--- config.mk ---
export PLATFORM = sky130hd
export DESIGN_NAME = rx_gain_filter_control
export DESIGN_NICKNAME = d
export VERILOG_FILES = /design/src/verilog/rx_gain_pkg.sv /design/src/verilog/pin_sync.sv /design/src/verilog/squelch_counter.sv /design/src/verilog/rx_gain_filter_control.sv
export SDC_FILE = /design/constraint.sdc
export NUM_CORES = 1
export LEC_CHECK = 0
export ABC_AREA = 1
export BUFFER_PORTS_ARGS = -buffer_cell sky130_fd_sc_hd__buf_4
export CORE_AREA = 10 10 91 93
export DETAILED_ROUTE_END_ITERATION = 7
export DIE_AREA = 0 0 101 103
export GPL_TIMING_DRIVEN = 0
export PLACE_DENSITY = 0.9
export RECOVER_POWER = 100
export SYNTH_ARGS = -nofsm -noshare
export SYNTH_HDL_FRONTEND = slang
export SYNTH_HIERARCHICAL = 1
export SYNTH_SLANG_ARGS = --single-unit
--- constraint.sdc ---
create_clock -name core_clk_in -period 3 [get_ports core_clk_in]
set_input_delay 0.15 -clock core_clk_in [delete_from_list [all_inputs] [get_ports core_clk_in]]
set_output_delay 0.15 -clock core_clk_in [all_outputs]
set_load 0.01 [all_outputs]
--- src/verilog/rx_gain_pkg.sv ---
// Constants shared by the receive gain and filter control block.
// Assumes a single 200 MHz core clock and a plain register port.
package rx_gain_pkg;

	// ****************************************
	// Register map
	// ****************************************
	localparam logic [2:0] FILTER_CONFIG_OFFSET = 3'h0; // Filter zeros and low-pass corner
	localparam logic [2:0] FIRST_GAIN_OFFSET = 3'h1; // First stage gain and boost
	localparam logic [2:0] GAIN_CONFIG_OFFSET = 3'h2; // Initial state and loop enables
	localparam logic [2:0] MODE_OFFSET = 3'h3; // Operating mode for presets
	localparam logic [2:0] GAIN_STATUS_OFFSET = 3'h4; // Read-only gain state
	localparam logic [2:0] COMMAND_OFFSET = 3'h5; // Write-only command strobes

	// Field positions
	localparam int FG_BOOST_BIT = 3; // Boost enable in first gain register
	localparam int GC_AGC_EN_BIT = 4; // AGC enable
	localparam int GC_PRESET_BIT = 5; // AGC starts from preset position
	localparam int GC_SQ_AUTO_BIT = 6; // Automatic squelch while window is low
	localparam int CMD_RELOAD_BIT = 0; // Gain state reload
	localparam int CMD_DEFAULTS_BIT = 1; // Analog defaults
	localparam int CMD_MASK_BIT = 2; // Force window low
	localparam int CMD_UNMASK_BIT = 3; // Force window high
	localparam int CMD_SQUELCH_BIT = 4; // Start squelch run

	// Values after reset
	localparam logic [7:0] FILTER_CONFIG_RESET = 8'h00;
	localparam logic [3:0] FIRST_GAIN_RESET = 4'h6; // Six decrements, lowest gain
	localparam logic [7:0] GAIN_CONFIG_RESET = 8'h10; // AGC on, state 0
	localparam logic [2:0] MODE_RESET = 3'h0;

	// Gain state geometry
	localparam logic [3:0] STATE_MAX = 4'hA; // Eleven positions, 0 to 10
	localparam logic [3:0] WINDOW_MAX = 4'h4; // Five window levels
	localparam logic [3:0] AGC_PRESET_STATE = 4'h4; // Widest window, full gain
	localparam logic [2:0] FIRST_RED_MAX = 3'h6; // Six 2.5 dB decrements

	// Squelch interval
	localparam int CLK_PERIOD_PS = 5000;
	localparam int SQUELCH_INTERVAL_US = 50;
	localparam int SQUELCH_CYCLES = SQUELCH_INTERVAL_US * 1000000 / CLK_PERIOD_PS;
	localparam logic [2:0] SQUELCH_LIMIT = 3'h2; // More than two transitions steps

	// Modes for the analog defaults command
	typedef enum logic [2:0] {
		MODE_A_128 = 3'b000,
		MODE_B_128 = 3'b001,
		MODE_FC32 = 3'b010,
		MODE_FC8 = 3'b011,
		MODE_FC64 = 3'b100,
		MODE_PEER = 3'b101,
		MODE_STREAM = 3'b110,
		MODE_TRANSPARENT = 3'b111
	} rx_mode_type;

endpackage

--- src/verilog/pin_sync.sv ---
// Two flip-flop synchroniser for levels from the analogue side.
// Assumes inputs are asynchronous to core_clk_in.
module pin_sync #(
	parameter int WIDTH = 2
) (
	// Clock and reset
	input wire logic core_clk_in,
	input wire logic rst_n_in,
	// Levels
	input wire logic [WIDTH-1:0] async_in,
	output logic [WIDTH-1:0] sync_out
);

	logic [WIDTH-1:0] meta_q; // First stage, read only by second stage

	// ****************************************
	// Two-stage capture
	// ****************************************
	always_ff @(posedge core_clk_in or negedge rst_n_in) begin
		if (!rst_n_in) begin
			meta_q <= '0;
			sync_out <= '0;
		end else begin
			meta_q <= async_in;
			sync_out <= meta_q;
		end
	end

endmodule

--- src/verilog/squelch_counter.sv ---
// Squelch transition counter over fixed intervals.
// Assumes digitizer level is already synchronised.
module squelch_counter
	import rx_gain_pkg::*;
#(
	parameter int INTERVAL = 10000
) (
	// Clock and reset
	input wire logic core_clk_in,
	input wire logic rst_n_in,
	// Control and data
	input wire logic run_in,
	input wire logic digitizer_in,
	output logic step_out
);

	logic [15:0] tick_q, tick_d; // Interval cycle counter
	logic [2:0] trans_q, trans_d; // Saturating transition count
	logic prev_q; // Last digitizer level
	logic step_d; // Interval ended noisy

	// Next-state logic; restart whenever not running
	always_comb begin
		tick_d = tick_q;
		trans_d = trans_q;
		step_d = 1'b0;
		if (!run_in) begin
			tick_d = '0;
			trans_d = '0;
		end else if (tick_q == 16'(INTERVAL - 1)) begin
			step_d = (trans_q > SQUELCH_LIMIT);
			tick_d = '0;
			trans_d = '0;
		end else begin
			tick_d = tick_q + 16'h0001;
			if ((digitizer_in != prev_q) && (trans_q != 3'h7)) begin
				trans_d = trans_q + 3'h1;
			end
		end
	end

	// Registers
	always_ff @(posedge core_clk_in or negedge rst_n_in) begin
		if (!rst_n_in) begin
			tick_q <= '0;
			trans_q <= '0;
			prev_q <= 1'b0;
			step_out <= 1'b0;
		end else begin
			tick_q <= tick_d;
			trans_q <= trans_d;
			prev_q <= digitizer_in;
			step_out <= step_d;
		end
	end

endmodule

--- src/verilog/rx_gain_filter_control.sv ---
// Receive chain filter, gain and gain-reduction state control.
// Assumes one 200 MHz clock, a plain register port, analogue comparators.
// Functional notes
// - First stage: max or six 2.5 dB cuts
// - Boost adds 5.5 dB to max
// - First stage gain changes by software only
// - Reset selects lowest first stage gain
// - Three bits choose first and third zeros
// - Bits 5..3 choose low-pass corner
// - Stages two/three: 23 dB, six 3 dB cuts
// - Reload resets loops, loads initial state
// - Five digitizer window levels, 3 dB apart
// - Gain state has eleven ordered positions
// - Four window steps, then six gain cuts
// - Default: narrow window, full gain
// - Loops start from programmed initial position
// - Status register shows gain state latched at window close or reload
// - Defaults command loads mode filter presets
// - Stream and transparent keep filter settings
// - Window rise starts AGC, fall latches status
// - Squelch steps when over two transitions
// - Window rises on mask expiry or commands
//
// Local design decisions: the placing of the registers and the strobed register port.
module rx_gain_filter_control
	import rx_gain_pkg::*;
#(
	parameter int SQUELCH_INTERVAL = SQUELCH_CYCLES
) (
	// Clock and reset
	input wire logic core_clk_in,
	input wire logic rst_n_in,
	// Register port
	input wire logic [2:0] reg_addr_in,
	input wire logic [7:0] reg_wdata_in,
	input wire logic reg_write_in,
	input wire logic reg_read_in,
	output logic [7:0] reg_rdata_out,
	// Receive timing
	input wire logic mask_timer_expired_in,
	// Analogue comparators
	input wire logic digitizer_in,
	input wire logic agc_comparator_in,
	// Decoded analogue settings
	output logic [1:0] first_zero_out,
	output logic [1:0] third_zero_out,
	output logic lowpass_corner_bit2_out,
	output logic lowpass_corner_bit1_out,
	output logic lowpass_corner_bit0_out,
	output logic [2:0] first_gain_red_out,
	output logic boost_out,
	output logic [2:0] window_level_out,
	output logic [2:0] stage23_red_out,
	output logic rx_window_out,
	output logic loop_reset_out
);

	// ****************************************
	// Decode helpers
	// ****************************************

	// First zero: 0=60k, 1=40k, 2=12k; unused codes fall back to 60k
	function automatic logic [1:0] first_zero_fn(input logic [2:0] z);
		case (z)
			3'b010: first_zero_fn = 2'h1;
			3'b001, 3'b011, 3'b101: first_zero_fn = 2'h2;
			default: first_zero_fn = 2'h0;
		endcase
	endfunction

	// Third zero: 0=400k, 1=200k, 2=80k
	function automatic logic [1:0] third_zero_fn(input logic [2:0] z);
		case (z)
			3'b100, 3'b001, 3'b101: third_zero_fn = 2'h1;
			3'b010, 3'b011: third_zero_fn = 2'h2;
			default: third_zero_fn = 2'h0;
		endcase
	endfunction

	// Mode preset: low-pass in [5:3], zeros in [2:0]
	function automatic logic [5:0] preset_fn(input rx_mode_type m);
		case (m)
			MODE_B_128: preset_fn = 6'b000_100;
			MODE_FC32: preset_fn = 6'b100_010;
			MODE_FC8: preset_fn = 6'b101_100;
			MODE_FC64: preset_fn = 6'b000_011;
			MODE_PEER: preset_fn = 6'b000_101;
			default: preset_fn = 6'b000_000;
		endcase
	endfunction

	// ****************************************
	// State
	// ****************************************
	logic [7:0] filter_config_q, filter_config_d; // Zeros and corner
	logic [3:0] first_gain_q, first_gain_d; // Reduction and boost
	logic [7:0] gain_config_q, gain_config_d; // Initial state and enables
	logic [2:0] mode_q, mode_d; // Preset mode
	logic [3:0] state_q, state_d; // Shared gain-reduction position
	logic [3:0] status_q, status_d; // Displayed gain state
	logic rx_on_q, rx_on_d; // Reception window
	logic squelch_q, squelch_d; // Squelch run active
	logic agc_prev_q; // Last AGC comparator level
	logic [7:0] rdata_d; // Read data next
	logic loop_reset_d; // Loop reset pulse next
	logic [1:0] sync_lv; // Synchronised comparator levels
	logic sq_step; // Squelch asks for a step
	logic agc_step; // AGC asks for a step
	logic write_cmd; // Command register write
	logic [3:0] init_state; // Programmed start, clamped

	assign write_cmd = reg_write_in && (reg_addr_in == COMMAND_OFFSET);
	// Clamp so an oversize initial value cannot leave the range
	assign init_state = (gain_config_q[3:0] > STATE_MAX) ? STATE_MAX : gain_config_q[3:0];

	// ****************************************
	// Comparator capture and squelch
	// ****************************************
	pin_sync #(
		.WIDTH(2)
	) comparator_sync (
		.core_clk_in(core_clk_in),
		.rst_n_in(rst_n_in),
		.async_in({agc_comparator_in, digitizer_in}),
		.sync_out(sync_lv)
	);

	squelch_counter #(
		.INTERVAL(SQUELCH_INTERVAL)
	) squelch_unit (
		.core_clk_in(core_clk_in),
		.rst_n_in(rst_n_in),
		.run_in(squelch_q),
		.digitizer_in(sync_lv[0]),
		.step_out(sq_step)
	);

	// AGC steps on each comparator transition while the window is open
	assign agc_step = rx_on_q && gain_config_q[GC_AGC_EN_BIT] && (sync_lv[1] != agc_prev_q);

	// ****************************************
	// Register writes, commands and gain state
	// ****************************************
	always_comb begin
		filter_config_d = filter_config_q;
		first_gain_d = first_gain_q;
		gain_config_d = gain_config_q;
		mode_d = mode_q;
		state_d = state_q;
		status_d = status_q;
		rx_on_d = rx_on_q;
		squelch_d = squelch_q;
		loop_reset_d = 1'b0;
		// Software writes; nothing else touches first gain
		if (reg_write_in) begin
			if (reg_addr_in == FILTER_CONFIG_OFFSET) begin
				filter_config_d = reg_wdata_in;
			end else if (reg_addr_in == FIRST_GAIN_OFFSET) begin
				// Steps beyond six are clamped
				first_gain_d[2:0] = (reg_wdata_in[2:0] > FIRST_RED_MAX) ?
					FIRST_RED_MAX : reg_wdata_in[2:0];
				first_gain_d[FG_BOOST_BIT] = reg_wdata_in[FG_BOOST_BIT];
			end else if (reg_addr_in == GAIN_CONFIG_OFFSET) begin
				gain_config_d = reg_wdata_in;
			end else if (reg_addr_in == MODE_OFFSET) begin
				mode_d = reg_wdata_in[2:0];
			end
		end
		// Window control; timer expiry wins over a mask in the same cycle
		if (write_cmd && reg_wdata_in[CMD_MASK_BIT]) begin
			rx_on_d = 1'b0;
		end else if (write_cmd && reg_wdata_in[CMD_UNMASK_BIT]) begin
			rx_on_d = 1'b1;
		end
		if (mask_timer_expired_in) begin
			rx_on_d = 1'b1;
		end
		// Squelch runs only while the window is low
		if (write_cmd && reg_wdata_in[CMD_SQUELCH_BIT] && !rx_on_q) begin
			squelch_d = 1'b1;
		end
		if (rx_on_q || (state_q == STATE_MAX)) begin
			squelch_d = gain_config_q[GC_SQ_AUTO_BIT] && !rx_on_q && (state_q != STATE_MAX);
		end else if (gain_config_q[GC_SQ_AUTO_BIT]) begin
			squelch_d = 1'b1;
		end
		// One step per cycle, saturating at the top
		if ((sq_step || agc_step) && (state_q != STATE_MAX)) begin
			state_d = state_q + 4'h1;
		end
		// Window opens: AGC starts from preset or programmed start
		if (rx_on_d && !rx_on_q && gain_config_q[GC_PRESET_BIT]) begin
			state_d = AGC_PRESET_STATE;
		end
		// Window closes: keep result, restart from programmed start
		if (!rx_on_d && rx_on_q) begin
			status_d = state_q;
			state_d = init_state;
		end
		// Reload command wins over loop activity
		if (write_cmd && reg_wdata_in[CMD_RELOAD_BIT]) begin
			state_d = init_state;
			status_d = init_state;
			squelch_d = 1'b0;
			loop_reset_d = 1'b1;
		end
		// Presets only where a mode has one
		if (write_cmd && reg_wdata_in[CMD_DEFAULTS_BIT] && (mode_q != MODE_STREAM) &&
			(mode_q != MODE_TRANSPARENT)) begin
			filter_config_d[5:0] = preset_fn(rx_mode_type'(mode_q));
		end
	end

	// Register the control group
	always_ff @(posedge core_clk_in or negedge rst_n_in) begin
		if (!rst_n_in) begin
			filter_config_q <= FILTER_CONFIG_RESET;
			first_gain_q <= FIRST_GAIN_RESET;
			gain_config_q <= GAIN_CONFIG_RESET;
			mode_q <= MODE_RESET;
			state_q <= '0;
			status_q <= '0;
			rx_on_q <= 1'b0;
			squelch_q <= 1'b0;
			agc_prev_q <= 1'b0;
		end else begin
			filter_config_q <= filter_config_d;
			first_gain_q <= first_gain_d;
			gain_config_q <= gain_config_d;
			mode_q <= mode_d;
			state_q <= state_d;
			status_q <= status_d;
			rx_on_q <= rx_on_d;
			squelch_q <= squelch_d;
			agc_prev_q <= sync_lv[1];
		end
	end

	// ****************************************
	// Read port
	// ****************************************

	// Read mux; unmapped and command offsets read zero
	always_comb begin
		rdata_d = 8'h00;
		if (reg_read_in) begin
			if (reg_addr_in == FILTER_CONFIG_OFFSET) begin
				rdata_d = filter_config_q;
			end else if (reg_addr_in == FIRST_GAIN_OFFSET) begin
				rdata_d = {4'h0, first_gain_q};
			end else if (reg_addr_in == GAIN_CONFIG_OFFSET) begin
				rdata_d = gain_config_q;
			end else if (reg_addr_in == MODE_OFFSET) begin
				rdata_d = {5'h00, mode_q};
			end else if (reg_addr_in == GAIN_STATUS_OFFSET) begin
				rdata_d = {4'h0, status_q};
			end
		end
	end

	// ****************************************
	// Registered outputs
	// ****************************************
	always_ff @(posedge core_clk_in or negedge rst_n_in) begin
		if (!rst_n_in) begin
			reg_rdata_out <= 8'h00;
			first_zero_out <= 2'h0;
			third_zero_out <= 2'h0;
			lowpass_corner_bit2_out <= 1'b0;
			lowpass_corner_bit1_out <= 1'b0;
			lowpass_corner_bit0_out <= 1'b0;
			first_gain_red_out <= FIRST_RED_MAX;
			boost_out <= 1'b0;
			window_level_out <= 3'h0;
			stage23_red_out <= 3'h0;
			rx_window_out <= 1'b0;
			loop_reset_out <= 1'b0;
		end else begin
			reg_rdata_out <= rdata_d;
			first_zero_out <= first_zero_fn(filter_config_q[2:0]);
			third_zero_out <= third_zero_fn(filter_config_q[2:0]);
			lowpass_corner_bit2_out <= filter_config_q[5];
			lowpass_corner_bit1_out <= filter_config_q[4];
			lowpass_corner_bit0_out <= filter_config_q[3];
			first_gain_red_out <= first_gain_q[2:0];
			boost_out <= first_gain_q[FG_BOOST_BIT];
			// Window widens first, then stage gain falls
			window_level_out <= (state_q > WINDOW_MAX) ? 3'h4 : state_q[2:0];
			stage23_red_out <= (state_q > WINDOW_MAX) ? 3'(state_q - WINDOW_MAX) : 3'h0;
			rx_window_out <= rx_on_q;
			loop_reset_out <= loop_reset_d;
		end
	end
endmodule

After elaboration in Yosys (flattened, before gate mapping)

Cells that the tools add are included.

Bits in registers: 86
Output and inout bits: 27

Bitwise operators: 3
Multiplexer cells: 37
Reduce and logical (&&, ||, !) cells: 36
Order comparisons: 4
$add $sub $neg: 4
Eq/ne operators: 24

Operators with widths:

| kind                                                                            | number |
|---|---|
| 4-bit 2-to-1 mux                                                                | 9 |
| 16-bit 2-to-1 mux                                                               | 2 |
| 8-bit 2-to-1 mux                                                                | 4 |
| 6-bit one-hot mux with 5 select lines                                           | 1 |
| 3-bit by 2-bit == test with 1-bit output, second input constant                 | 6 |
| 3-bit == test, second input constant                                            | 6 |
| 1-bit logical AND                                                               | 18 |
| 3-bit 2-to-1 mux                                                                | 6 |
| 6-bit 2-to-1 mux                                                                | 3 |
| 16-bit by 1-bit adder with 16-bit output, second input constant                 | 1 |
| 16-bit by 14-bit == test with 1-bit output, second input constant               | 1 |
| 1-bit 2-to-1 mux                                                                | 10 |
| 3-bit by 1-bit == test with 1-bit output, second input constant                 | 3 |
| 3-bit != test, second input constant                                            | 3 |
| 2-bit one-hot mux with 2 select lines                                           | 2 |
| 4-bit nonzero test                                                              | 2 |
| 2-bit nonzero test                                                              | 3 |
| 3-bit OR reduction                                                              | 2 |
| 5-bit AND reduction                                                             | 1 |
| 4-bit by 1-bit adder with 4-bit output, second input constant                   | 1 |
| 4-bit == test, second input constant                                            | 1 |
| 4-bit by 3-bit greater-than comparator with 1-bit output, second input constant | 1 |
| 4-bit greater-than comparator, second input constant                            | 1 |
| 4-bit != test, second input constant                                            | 1 |
| other kinds (14)                                                                | 20 |

Longest topological paths before layout

Depth in word-level cells: 11
Gate-level depth with buffers: 11

By module

The synthesis kept the hierarchy.

Modules (own cells, without submodules):

| module                 | instances | cells an instance | area an instance (um2) |
|---|---|---|---|
| rx_gain_filter_control | 1         | 291               | 2685.1 |
| squelch_counter        | 1         | 138               | 1128.6 |
| pin_sync               | 1         | 4                 | 100.1 |

Worst setup path before layout

No wires, ideal clock.

Kind: register to register
Start: register squelch_unit.trans_q[0]
End: register squelch_unit.trans_q[1]
Arrival time: 1279 ps
Setup slack: 1600 ps
Setup time: 121 ps
Period minus slack after synthesis: 1400 ps
Buffers on the path: 0
Stages on the path, launching flop included: 9
Required time: 2879 ps
Cell sequence: dfrtp_1 > ha_1 > ha_1 > a21oi_1 > o21ai_0 > nand2_1 > o21ai_0 > inv_1 > nor2_1

Cells in the longest elaborated chain, start to end: 4

Ends and longest elaborated chain:

| what                                   | RTL line              | source |
|---|---|---|
| start: declaration                     | squelch_counter.sv:18 | `logic [2:0] trans_q, trans_d;` |
| start signal: assignment               | squelch_counter.sv:51 | `trans_q <= trans_d;` |
| 3-bit by 1-bit adder with 3-bit output | squelch_counter.sv:37 | `trans_d = trans_q + 3'h1;` |
| 3-bit 2-to-1 mux                       | squelch_counter.sv:36 | `if ((digitizer_in != prev_q) && (trans_q != 3'h7)) begin` |
| 3-bit 2-to-1 mux                       | squelch_counter.sv:30 | `end else if (tick_q == 16'(INTERVAL - 1)) begin` |
| 3-bit 2-to-1 mux                       | squelch_counter.sv:27 | `if (!run_in) begin` |

Several ways; a longest one is shown, not always the timed one. The select of a mux whose other input is x is not followed.
A chain may end at the register's enable or synchronous reset.

Worst setup path after layout

Start: input port reg_addr_in[2]
End: register state_q[2]

Cells in the longest elaborated chain, start to end: 11

Ends and longest elaborated chain:

| what                           | RTL line                      | source |
|---|---|---|
| start: declaration             | rx_gain_filter_control.sv:34  | `input wire logic [2:0] reg_addr_in,` |
| 3-bit == test (*)              | rx_gain_filter_control.sv:112 | `assign write_cmd = reg_write_in && (reg_addr_in == COMMAND_OFFSET);` |
| 1-bit logical AND (*)          | rx_gain_filter_control.sv:112 |  |
| 1-bit logical AND              | rx_gain_filter_control.sv:172 | `end else if (write_cmd && reg_wdata_in[CMD_UNMASK_BIT]) begin` |
| 1-bit 2-to-1 mux               | rx_gain_filter_control.sv:172 |  |
| 1-bit 2-to-1 mux               | rx_gain_filter_control.sv:170 | `if (write_cmd && reg_wdata_in[CMD_MASK_BIT]) begin` |
| 1-bit 2-to-1 mux               | rx_gain_filter_control.sv:175 | `if (mask_timer_expired_in) begin` |
| 1-bit logical AND (2 in a row) | rx_gain_filter_control.sv:192 | `if (rx_on_d && !rx_on_q && gain_config_q[GC_PRESET_BIT]) begin` |
| 4-bit 2-to-1 mux               | rx_gain_filter_control.sv:192 |  |
| 4-bit 2-to-1 mux               | rx_gain_filter_control.sv:196 | `if (!rx_on_d && rx_on_q) begin` |
| 4-bit 2-to-1 mux               | rx_gain_filter_control.sv:201 | `if (write_cmd && reg_wdata_in[CMD_RELOAD_BIT]) begin` |
| end signal: assignment         | rx_gain_filter_control.sv:231 | `state_q <= state_d;` |
| end: declaration               | rx_gain_filter_control.sv:99  | `logic [3:0] state_q, state_d;` |

Every way passes the cells marked *; elsewhere a longest branch is shown, timed or not.

==> out/qor.yml <==
port_buffers: 44
yosysWarnings: 6
ys_ff_latch: 86
yosysMostFrequentCell: "nand2_1"
fmax_mhz: 499
routabilityCongestion: 0.913
register_area_um2: 2160
crit_fanout: 8
crit_path_start_kind: "input port"
first_pass_iters: 6
drv_slew: 0
grt_max_degree: 87
num_vias: 3278
die_width_um: 101
grt-ovfl-total: 0
globalRouteTotalUtil_pct: 18.9
io_pins: 45
antenna_found_initial: 0
maxCapViolations: 0
die_area_um2: 10400
cts_resized: 0
min_period_ps: 2000
grt_pass1_vias: 3291
rsz0062_at_grt: "no"
cpPeakStageDelay_ps: 550
n_antenna_cell: 0
tns_ps: 0
hp-class: "input port to flip-flop"
crit_type: "input port to flip-flop"
hold_start: "reg_wdata_in[4]"
die_h_um: 103
critical-path-slowest-cell: "nor2_1"
min_to: "squelch_q$_DFFE_PN0P_"
cp_common_cell: "nand2_1"
wire_per_inst_um: 16.4
netlist_top_cells_area: "dfrtp_1 (52%), nand2_1 (9.2%), inv_1 (4.9%)"
r2r_slack_ps: 1320
cts_tree: "yes"
path_clk_slew_ps: 90
setup_viol_count_final: 0
fillers: 496
vdd_ir_drop_max_v: 0.000377
leakage_nw: 2.11
rows: 30
async_flop_share_pct: 100
multiInputGateArea_um2: 1450
hold_viol: 0
ys_seq_area_share_pct: 55.1
place_inst: 557
initial_core_util_pct: 59.6
cts-root-buf: "clkbuf_8"
drtAntennaViolNets: 0
relSlewSlack_pct: 30.4
power_density_nw_per_um2: 644
r2r-start: "rx_on_q$_DFF_PN0_"
arrival_ps: 2270
status: "finished, final reports clean"
fin_cells: 576
syn_area_per_cell_um2: 9.04
cts.path.max_buffers: 2
cts_max_level: 3
synth_nets: 460
drive_gt1_share_pct: 9.07
tightest_slew_ps: 1040
grt_pass1_wl_um: 15500
core_um2: 6570
crit_chain: "clkbuf_1 -> nand2_2 -> nor2_1 -> nand4_1 -> nand2_1 -> inv_4 -> nand3_1 -> inv_1 -> nand2_1 -> nand2_1"
syn_to_final_growth_pct: 11.9
yosys-top-cells-count: "nand2_1 (96), dfrtp_1 (81), inv_1 (51), nor2_1 (50), o21ai_0 (30)"
skew_ps: 9.78
synth_top_area_cell: "dfrtp_1"
synth_ff_type: "dfrtp_1"
hold_depth: 3
dp_hpwl_um: 6670
ff2ff_path_depth: 7
worstPathRequired_ps: 3270
drt_iter0_drc: 309
drc: 0
syn_inst: 433
clock_latency_ps: 370
r2r-end: "state_q[2]$_DFFE_PN0P_"
synth_edf_count: 0
clock-sinks: 86
numCtsBuffers: 9
critical_path.endpoint_type: "flip-flop"
synth_top_area_share_pct: 51.8
netlist_area_um2: 3910
finalCritPeriodShare_pct: 66.8
nNetsFinal: 518
yosysUniqueCellTypes: 39
viasPerCell: 5.69
final_util_pct: 66.7
wirelength_um: 9460
## worst max-delay path by stage
stage	startpoint	slack [ps]	endpoint	cells past startpoint
after detailed placement	squelch_unit/trans_q[0]$_DFFE_PN0P_	1390	squelch_unit/trans_q[1]$_DFFE_PN0P_	7
after floorplan	squelch_unit/trans_q[0]$_DFFE_PN0P_	1600	squelch_unit/trans_q[1]$_DFFE_PN0P_	8
after global routing	reg_addr_in[2]	830	state_q[2]$_DFFE_PN0P_	10
after global placement	squelch_unit/trans_q[0]$_DFFE_PN0P_	1540	squelch_unit/trans_q[1]$_DFFE_PN0P_	7
final	reg_addr_in[2]	1000	state_q[2]$_DFFE_PN0P_	10
after CTS	squelch_unit/trans_q[0]$_DFFE_PN0P_	1380	squelch_unit/trans_q[1]$_DFFE_PN0P_	7
## state kept, by name, summed over array words and instances, names as in the netlist, 2 cells and up
signal                    flops
comparator_sync/sync_out      2
squelch_unit/tick_q          16
state_q                       4
comparator_sync/meta_q        2
first_zero_out                2
first_gain_red_out            3
third_zero_out                2
reg_rdata_out                 8
stage23_red_out               3
gain_config_q                 8
status_q                      4
filter_config_q               8
window_level_out              3
mode_q                        3
first_gain_q                  4
squelch_unit/trans_q          3
## what timing repair did
item / in CTS / in global routing
hold endpoints to repair: 6 / 0
hold buffers: 3 / 0
buffers inserted: 0 / 0
## routing by layer
metal | part of all wire (%) | routed length [um] | GRT usage (%) | vias to the layer above
li1 | - | - | - | 1511
met2 | 49 | 4610 | 30.8 | 163
met5 | 0 | 0 | 0 | -
met4 | 4.2 | 396 | 10.4 | 0
met3 | 8.1 | 766 | 5.03 | 41
met1 | 39 | 3690 | 22.2 | 1563
## cell type report
class | count | area share (%)
multi-input combinational | 289 | 33.1
sequential | 86 | 49.3
tap | 80 | 2.29
inverter | 57 | 4.94
buffer | 1 | 0.0857
clock inverter | 3 | 0.971
clock buffer | 13 | 3.63
timing repair buffer | 47 | 5.74
## critical path, delay by kind of cell
family / cells / cell delay (ps)
AND/OR/NAND/NOR: 7 / 1670
buffers and inverters: 3 / 450
## metrics by stage
step	power (mW)	area, um2	setup slack [ps]	hold WS (ps)
6_report	2.82	4380	995	57.0
5_1_grt	2.96	4380	831	62.7
4_1_cts	2.90	4580	1380	43.7
3_5_place_dp	2.06	4340	1390	261
3_3_place_gp	2.02	4340	1540	260
2_1_floorplan	1.78	3910	1600	-146
## power breakdown
| group | total, mW | internal (mW) | switching, mW |
|---|---|---|---|
| Combinational | 0.508 | 0.181 | 0.327 |
| Clock | 0.836 | 0.430 | 0.406 |
| Sequential | 1.48 | 1.34 | 0.134 |
| Total | 2.82 | 1.95 | 0.868 |
## logic make-up (layout without fill, tap and decap cells)
kind of cell,after synthesis,in the layout,synth area share [%]
adder cells (fa/ha/maj),9,9,2.88
buffers and inverters,58,121,5.66
flip-flops,86,86,55.1
AND/OR/NAND/NOR,205,205,24.6
AO/OA/AOI/OAI,67,67,9.94
XOR/XNOR,8,8,1.79
## layout by cell type (no fill, tap or decap), drive strengths merged, types with 3 or more instances in the layout
cell type    instances
nand3               26
nor3                 8
dlygate4sd3          3
a211oi               3
dfstp                5
nand2              109
ha                   9
inv                 57
buf                 13
nor2                54
o22ai                7
nand4                5
a21oi               18
dfrtp               81
o21ai               31
xor2                 6
clkbuf              45
(Power assumes the default switching activity.)
